==> config.mk <==
export PLATFORM = sky130hd
export DESIGN_NAME = address_decoder_bank_select
export DESIGN_NICKNAME = d
export VERILOG_FILES = /design/src/design/select_output.v /design/src/design/address_decoder_bank_select.v
export VERILOG_INCLUDE_DIRS = /design/src /design/src/common
export SDC_FILE = /design/constraint.sdc
export NUM_CORES = 1
export LEC_CHECK = 0
export BUFFER_PORTS_ARGS = -buffer_cell sky130_fd_sc_hd__buf_2
export CORE_MARGIN = 1
export CORE_UTILIZATION = 43
export CTS_CLUSTER_DIAMETER = 30
export CTS_CLUSTER_SIZE = 16
export DETAILED_ROUTE_END_ITERATION = 12
export PLACE_DENSITY_LB_ADDON = 0.05
export SLEW_MARGIN = 30
export SYNTH_ARGS = -nofsm -noshare
export SYNTH_HDL_FRONTEND = slang
export SYNTH_SLANG_ARGS = --single-unit
==> constraint.sdc <==
create_clock -name mclk -period 4.1 [get_ports mclk]
set_clock_uncertainty 0.2 [all_clocks]
set_input_delay 0.41 -clock mclk [delete_from_list [all_inputs] [get_ports mclk]]
set_output_delay 0.41 -clock mclk [all_outputs]
set_load 0.01 [all_outputs]
==> src/common/addr_dec_defines.vh <==
`ifndef ADDR_DEC_DEFINES_VH
`define ADDR_DEC_DEFINES_VH

// Register addresses in the reserved top page
`define BANK_SEL_ADDR     16'hff00
`define DEC_CFG_ADDR      16'hff01
// Select windows
`define SEL_A_LO          16'hff04
`define SEL_A_HI          16'hff07
`define SEL_B_LO          16'hff08
`define SEL_B_HI          16'hff0b
// Layout codes
`define LAYOUT_COMPAT     2'h0
`define LAYOUT_BANKED     2'h1
`define LAYOUT_LINEAR     2'h2
// Select function codes
`define FN_WR_STROBE      2'h0
`define FN_RD_STROBE      2'h1
`define FN_DECODE         2'h2
`define FN_STATIC         2'h3
// Config fields
`define CFG_LAYOUT_LSB    0
`define CFG_A_FN_LSB      2
`define CFG_A_POL_BIT     4
`define CFG_B_FN_LSB      5
`define CFG_B_POL_BIT     7
`define CFG_RESET         8'h00
`define BANK_RESET        4'h0
// Address windows
`define LOW_RAM_TOP       16'h7fff
`define BANK_WIN_LO       16'h8000
`define BANK_WIN_HI       16'hbfff
`define NIC_COMPAT_LO     16'h8000
`define NIC_COMPAT_HI     16'h9000
`define NIC_BANKED_LO     16'hc000
`define NIC_BANKED_HI     16'hfeff
`define NIC_LINEAR_LO     16'hff80
`define LINEAR_RAM_TOP    16'hfeff
// Bank geometry: 16kB banks, 18-bit RAM address
`define BANK_OFS_BITS     14
`define RAM_ADDR_BITS     18

`endif

==> src/design/select_output.v <==
`timescale 1ns/1ps
`include "addr_dec_defines.vh"

module select_output (
	input  wire [15:0] addr,
	input  wire        wr_n,
	input  wire        rd_n,
	input  wire [15:0] win_lo,
	input  wire [15:0] win_hi,
	input  wire [1:0]  func,
	input  wire        pol,
	input  wire        static_level,
	output reg         sel
);

	reg hit;
	reg act;

	// Purely combinational so the pulse tracks the strobe edges
	always @* begin
		hit = (addr >= win_lo) && (addr <= win_hi);
		case (func)
		`FN_WR_STROBE: act = hit && !wr_n;
		`FN_RD_STROBE: act = hit && !rd_n;
		`FN_DECODE:    act = hit && (!wr_n || !rd_n);
		default:       act = 1'b0;
		endcase
		if (func == `FN_STATIC)
			sel = static_level;
		else
			sel = pol ? act : !act;
	end

endmodule // select_output

==> src/design/address_decoder_bank_select.v <==
`timescale 1ns/1ps
`include "addr_dec_defines.vh"

module address_decoder_bank_select (
	input  wire        mclk,
	input  wire        rst_b,
	input  wire [15:0] addr,
	input  wire        wr_n,
	input  wire        rd_n,
	input  wire [7:0]  data_in,
	input  wire        ram_256k,
	output reg  [7:0]  data_out,
	output wire        data_oe,
	output wire        ram_cs_n,
	output wire [17:0] ram_addr,
	output wire        nic_cs_n,
	output wire        select_out_a,
	output wire        select_out_b
);

	reg  [7:0] decoder_config_q;
	reg  [3:0] bank_select_register_q;
	reg        wr_s1_q;
	reg        wr_s2_q;
	reg        wr_s3_q;
	reg        r256_s1_q;
	reg        r256_s2_q;
	wire       wr_rise;
	wire [1:0] layout;
	wire       sel_b_raw;
	reg        ram_hit;
	reg        nic_hit;
	reg  [3:0] bank;

	assign layout = decoder_config_q[`CFG_LAYOUT_LSB +: 2];

	// Host strobes are asynchronous: synchronise before commit
	always @(posedge mclk) begin
		wr_s1_q   <= wr_n;
		wr_s2_q   <= wr_s1_q;
		wr_s3_q   <= wr_s2_q;
		r256_s1_q <= ram_256k;
		r256_s2_q <= r256_s1_q;
	end
	// Commit on strobe release; address/data still held by host
	assign wr_rise = wr_s2_q && !wr_s3_q;

	always @(posedge mclk) begin
		if (!rst_b) begin
			decoder_config_q       <= `CFG_RESET;
			bank_select_register_q <= `BANK_RESET;
		end else if (wr_rise) begin
			if (addr == `DEC_CFG_ADDR)
				decoder_config_q <= data_in;
			if (addr == `BANK_SEL_ADDR)
				bank_select_register_q <= data_in[3:0];
		end
	end

	// Readback: only bank register; config reads leave data_oe low
	always @(posedge mclk) begin
		if (!rst_b)
			data_out <= 8'h00;
		else
			data_out <= {4'h0, bank_select_register_q};
	end
	// Config read left undriven by us: bus floats, value undefined
	assign data_oe = !rd_n && (addr == `BANK_SEL_ADDR);

	always @* begin
		ram_hit = 1'b0;
		nic_hit = 1'b0;
		bank    = 4'h0;
		case (layout)
		`LAYOUT_COMPAT: begin
			ram_hit = addr <= `LOW_RAM_TOP;
			nic_hit = (addr >= `NIC_COMPAT_LO) &&
				(addr <= `NIC_COMPAT_HI);
			bank    = {3'h0, addr[14]};
		end
		`LAYOUT_BANKED: begin
			ram_hit = addr <= `BANK_WIN_HI;
			nic_hit = (addr >= `NIC_BANKED_LO) &&
				(addr <= `NIC_BANKED_HI) &&
				(addr < `SEL_A_LO);
			if (addr >= `BANK_WIN_LO)
				bank = bank_select_register_q;
			else
				// Last bank pair holds the fixed 32kB
				bank = (r256_s2_q ? 4'he : 4'h6) |
					{3'h0, addr[14]};
		end
		`LAYOUT_LINEAR: begin
			ram_hit = addr <= `LINEAR_RAM_TOP;
			nic_hit = addr >= `NIC_LINEAR_LO;
			bank    = {2'h0, addr[15:14]};
		end
		default: begin
			ram_hit = 1'b0;
			nic_hit = 1'b0;
			bank    = 4'h0;
		end
		endcase
	end

	assign ram_cs_n = !(ram_hit && (!wr_n || !rd_n));
	assign nic_cs_n = !nic_hit;
	// Banks beyond 128kB use address bit 17
	assign ram_addr = {bank, addr[`BANK_OFS_BITS-1:0]};

	select_output u_sel_a (
		.addr         (addr),
		.wr_n         (wr_n),
		.rd_n         (rd_n),
		.win_lo       (`SEL_A_LO),
		.win_hi       (`SEL_A_HI),
		.func         (decoder_config_q[`CFG_A_FN_LSB +: 2]),
		.pol          (decoder_config_q[`CFG_A_POL_BIT]),
		.static_level (decoder_config_q[`CFG_A_POL_BIT]),
		.sel          (select_out_a)
	);

	select_output u_sel_b (
		.addr         (addr),
		.wr_n         (wr_n),
		.rd_n         (rd_n),
		.win_lo       (`SEL_B_LO),
		.win_hi       (`SEL_B_HI),
		.func         (decoder_config_q[`CFG_B_FN_LSB +: 2]),
		.pol          (decoder_config_q[`CFG_B_POL_BIT]),
		.static_level (bank_select_register_q[3]),
		.sel          (sel_b_raw)
	);

	// On 256kB builds B carries the top RAM address bit
	assign select_out_b = r256_s2_q ? bank[3] : sel_b_raw;

endmodule // address_decoder_bank_select

# ---- Word-level counts from Yosys, hierarchy flattened
# Cells that the tools add are included.
# W data, S select, Z words.
dict set report word_totals {
  input_bits 29
  reg_bits 25
  elab_cells 71
}
dict set report op_classes {
  magnitude_cmp 12
  n_bitwise 1
  n_reduce_logical 27
  mux 12
  n_eq_ne 10
}
# op count
set ops {}
lappend ops {{$ge A16 B16 Y1 const B} 5}
lappend ops {{$le A16 B16 Y1 const B} 5}
lappend ops {{$eq A16 B16 Y1 const B} 2}
lappend ops {{$le A16 B15 Y1 const B} 1}
lappend ops {{$lt A16 B16 Y1 const B} 1}
lappend ops {{$logic_and A1 B1 Y1} 14}
lappend ops {{$pmux W1 S3} 4}
lappend ops {{$pmux W4 S3} 1}
lappend ops {{$eq A2 B2 Y1 const B} 5}
lappend ops {{$mux W4} 2}
lappend ops {{$logic_not A1 Y1} 7}
lappend ops {{$eq A2 B1 Y1 const B} 3}
lappend ops {{$logic_not A2 Y1} 3}
lappend ops {{$mux W1} 5}
lappend ops {{$or A4 B1 Y4} 1}
lappend ops {{$reduce_and A2 Y1} 2}
lappend ops {{$logic_or A1 B1 Y1} 1}

# ---- Longest topological paths before layout
dict set report depth {
  depth_word 8
  mapped_depth 6
}

# ---- By module
# Synthesis repeated with hierarchy kept, for this count alone.
dict set report hier_totals {
  hier_cells 383
  hier_area_um2 2940.3
}
# mod seq_area_each_um2 instances area_each_um2 cells_each
set modules_own_cells {}
lappend modules_own_cells {select_output 0.0 2 918.4 127}
lappend modules_own_cells {address_decoder_bank_select 420.4 1 1103.6 129}

# ---- Least setup slack after synthesis
# OpenSTA, ideal clock, no wires.
dict set report synth_timing {
  path_kind {reg2out}
  from {reg decoder_config_q[5]}
  to {out select_out_b}
  path_stages_with_launch 7
  t_arrival_ns 1.862
  slack_ns 1.628
  cell_sequence {dfxtp_1 inv_1 ha_1 or2_2 o2111ai_1 mux2_2 a211oi_1}
}
dict set report synth_between {
  elab_chain_len 6
  elab_cells_between_ends 9
  cone_classes {3 x eq/ne; 4 x mux; 2 x reduce/logical}
}
# element line
set synth_lines {}
lappend synth_lines {{start, declared} address_decoder_bank_select.v:21} ;# reg [7:0] decoder_config_q;
lappend synth_lines {{start signal, assigned} address_decoder_bank_select.v:50} ;# decoder_config_q <= `CFG_RESET;
lappend synth_lines {{start signal, assigned} address_decoder_bank_select.v:54} ;# decoder_config_q <= data_in;
lappend synth_lines {{$eq A2 B2 Y1 (tied with other cells)} select_output.v:22} ;# case (func)
lappend synth_lines {{$pmux W1 S3} select_output.v:22}
lappend synth_lines {{$logic_not A1 Y1} select_output.v:31} ;# sel = pol ? act : !act;
lappend synth_lines {{$mux W1} select_output.v:31}
lappend synth_lines {{$mux W1 (*)} select_output.v:28} ;# if (func == `FN_STATIC)
lappend synth_lines {{$mux W1 (*)} address_decoder_bank_select.v:136} ;# assign select_out_b = r256_s2_q ? bank[3] : sel_b_raw;
lappend synth_lines {{end, declared} address_decoder_bank_select.v:18} ;# output wire select_out_b
# Every way passes the cells marked *; elsewhere a longest branch is shown, timed or not.

# ---- Worst setup path after layout
# Ends and elaborated chain as after synthesis.

==> flow_metrics.env <==
export IMPL_hold_path_cell_count=1
export IMPL_maxSlewViolCount=0
export IMPL_r2r_start="wr_s3_q$_DFF_P_"
export IMPL_hold_class="input pin to register"
export IMPL_synth_area_leader_cell="dfxtp_1"
export IMPL_synth_top_area_share_pct=31.8
export IMPL_globalRouteOverflowTotal=0
export IMPL_reg2reg_slack_ns=2.72
export IMPL_synth_cell_type_count=39
export IMPL_synth_common_cells="nand2_1 (24), dfxtp_1 (21), buf_4 (18), mux2i_1 (14), inv_1 (11)"
export IMPL_clock_path_buffers=2
export IMPL_cp_start_kind="register"
export IMPL_synthXorXnorAreaFrac_pct=0.664
export IMPL_period_needed_ns=2.95
export IMPL_synth_simple_gate_area_share_pct=24.3
export IMPL_peakVddDrop_uv=235
export IMPL_vias=1130
export IMPL_worstPathArrival_ns=2.34
export IMPL_ys_ff_latch=21
export IMPL_fp_row_count=19
export IMPL_drc_errors=8
export IMPL_syn_area_sq_mm=0.00132
export IMPL_postCtsSetupBuffers=0
export IMPL_fp_coreArea_sq_mm=0.00283
export IMPL_async_flop_share_pct=0
export IMPL_muxShareOfSynthArea_pct=11.5
export IMPL_dp_final_hpwl_microns=2080
export IMPL_end_kind="primary output"
export IMPL_totalWireLength_microns=2590
export IMPL_synth_compound_area_share_pct=7.30
export IMPL_antenna_left=0
export IMPL_grt_max_degree=21
export IMPL_ys_warn_count=0
export IMPL_portBuffers=55
export IMPL_avgSynthCellArea_sq_um=8.68
export IMPL_hp_start="wr_n"
export IMPL_drt_pass1_iter_count=8
export IMPL_clk_pin_slew_worst_paths_ns=0.12
export IMPL_num_fill_cells=292
export IMPL_ys_seq_area_share_pct=31.8
export IMPL_io_pins=60
export IMPL_antenna_found_initial=0
export IMPL_fin_crit_sh_pct=71.8
export IMPL_hold_viol_final=0
export IMPL_powerDensity_mw_per_mm2=239
export IMPL_grt_usage_pct=16.8
export IMPL_rr_worst_depth=2
export IMPL_grt_pass1_vias=1031
export IMPL_switching_share_pct=26.7
export IMPL_synth_fa_ha_area_share_pct=7.58
export IMPL_clock_latency_ns=0.31
export IMPL_dieWidth_microns=57.4
export IMPL_synth_edff_count=0
export IMPL_nets=229
export IMPL_synthCells=152
export IMPL_dieArea_sq_mm=0.00330
export IMPL_diodes=0
export IMPL_cts_buffers=3
export IMPL_synth_top_family_by_area="simple AND/OR/NAND/NOR gates"
export IMPL_setup_tns_ns=0
export IMPL_p_switching_uw=96.9
export IMPL_whs_endpoint="wr_s1_q$_DFF_P_"
export IMPL_violations="design-rule violations"
export IMPL_avgViaCountPerCell=5.09
export IMPL_initial_core_util_pct=46.7
export IMPL_pwr_share_comb_pct=14.4
export IMPL_gp_congestion=0.765
export IMPL_drive_gt1_share_pct=36.1
export IMPL_seqCellArea_sq_um=420
export IMPL_power_frac_seq_pct=57.4
export IMPL_grt_setup_unrepaired="false"
export IMPL_p_clk_share_pct=28.2
export IMPL_multi_input_area_sq_um=698
export IMPL_fmax_ghz=0.339
export IMPL_h_tree_depth=1
export IMPL_r2r_end="bank_select_register_q[1]$_SDFFE_PN0P_"
export IMPL_ys_flop_type="dfxtp_1"
export IMPL_cts_tree="yes"
export IMPL_yosysMostFrequentCell="nand2_1"
export IMPL_worstPathRequired_ns=3.49
export IMPL_status="finished, violations left"
export IMPL_p_int_uw=266
export IMPL_wl_per_cell_microns=11.7
export IMPL_area_growth_pct=15.1
export IMPL_leakage_nw=0.744
export IMPL_synth_area_top_cells="dfxtp_1 (32%), mux2i_1 (11%), buf_4 (10%), ha_1 (7.6%), nand2_1 (6.8%)"
export IMPL_drt_iter0_drc=43
export IMPL_cap_violations=0
export IMPL_cts_root_buf="clkbuf_4"
export IMPL_setup_worst_path_class="register to primary output"
export IMPL_crit_path_max_fanout=5
export IMPL_die_height_microns=57.4
export IMPL_final_core_util_pct=53.7
export IMPL_finalSetupViolCount=0
export IMPL_cts_sinks=21
export IMPL_grt_first_pass_wirelength_microns=4290
==> flip-flops by register name, summed over array words and instances (netlist names) <==
register and cells:
decoder_config_q 8, bank_select_register_q 4, data_out 4, r256_s1_q 1, r256_s2_q 1, wr_s1_q 1
wr_s2_q 1, wr_s3_q 1
==> worst max path at each step <==
stage,startpoint,endpoint,depth (start not counted)
finish,decoder_config_q[5]$_SDFFE_PN0P_,select_out_b,7
global route,decoder_config_q[5]$_SDFFE_PN0P_,select_out_b,7
CTS,decoder_config_q[5]$_SDFFE_PN0P_,select_out_b,7
detailed placement,decoder_config_q[5]$_SDFFE_PN0P_,select_out_b,7
global placement,decoder_config_q[5]$_SDFFE_PN0P_,select_out_b,7
floorplan,decoder_config_q[5]$_SDFFE_PN0P_,select_out_b,6
==> routing by layer <==
metal | wire length [microns] | track usage, % | up-vias
li1 | - | - | 570
met1 | 1220 | 20.7 | 513
met2 | 1180 | 29.6 | 43
met3 | 169 | 2.95 | 4
met4 | 24 | 5.23 | 0
met5 | 0 | 0 | -
==> kinds of logic (layout without fill, tap and decap cells) <==
group           count (synthesis)  after routing
compound gates                 16             16
xor+xnor                        1              1
fa+ha+maj                       8              8
buf+inv                        36             72
flops                          21             21
mux                            15             15
other cells                     1              4
simple gates                   54             54
==> cell type report <==
cell class | instances | share of cell area [%]
multi-input cells | 98 | 46.0
flip-flops and latches | 21 | 27.7
repair buffers | 57 | 19.3
inverters | 11 | 2.72
well taps | 31 | 2.55
clock buffers | 3 | 1.48
clock inverters | 1 | 0.329
==> repair_timing <==
item / 4_1_cts / 5_1_grt
gates resized for setup: 0 / 0
endpoints found under the hold margin: 1 / 0
hold buffers: 1 / 0
==> worst max-delay path: stages (launching register included) <==
cell and delay (ns):
dfxtp_1 0.42, inv_1 0.06, ha_1 0.30, or2_2 0.28, o2111ai_1 0.21, mux2_2 0.36
a211oi_1 0.23, buf_2 0.17
==> layout by cell type (no fill, tap or decap), drive strengths merged, types with 2 or more instances in the layout <==
cell type	instances
buf	56
nand2	25
dfxtp	21
mux2i	14
inv	11
ha	8
o21ai	6
nor2	5
a21oi	4
conb	4
nor3	3
nor3b	3
clkbuf	3
or4	2
or3	2
nor4	2
nand4	2
or2	2
nor4b	2
==> power by group through the flow <==
stage	logic (mW)	registers [mW]	clock network (mW)
after floorplan	0.0354	0.212	0
after global placement	0.0509	0.213	0
after detailed placement	0.0518	0.213	0
after CTS	0.0527	0.208	0.107
after global routing	0.0579	0.209	0.116
final	0.0523	0.208	0.102
==> per-stage QoR <==
| stage | setup WS, ns | area [sq um] | cells | hold WS (ns) | power [mW] |
|---|---|---|---|---|---|
| 3_3_place_gp | 1.53 | 1480 | 217 | 0.112 | 0.264 |
| 2_1_floorplan | 1.63 | 1330 | 155 | 0.110 | 0.248 |
| 3_5_place_dp | 1.51 | 1480 | 217 | 0.113 | 0.265 |
| 6_report | 1.15 | 1520 | 222 | 0.0438 | 0.363 |
| 5_1_grt | 0.986 | 1520 | 222 | 0.0258 | 0.383 |
| 4_1_cts | 1.13 | 1520 | 222 | 0.0333 | 0.367 |
Power figures use the tool's default switching activity.
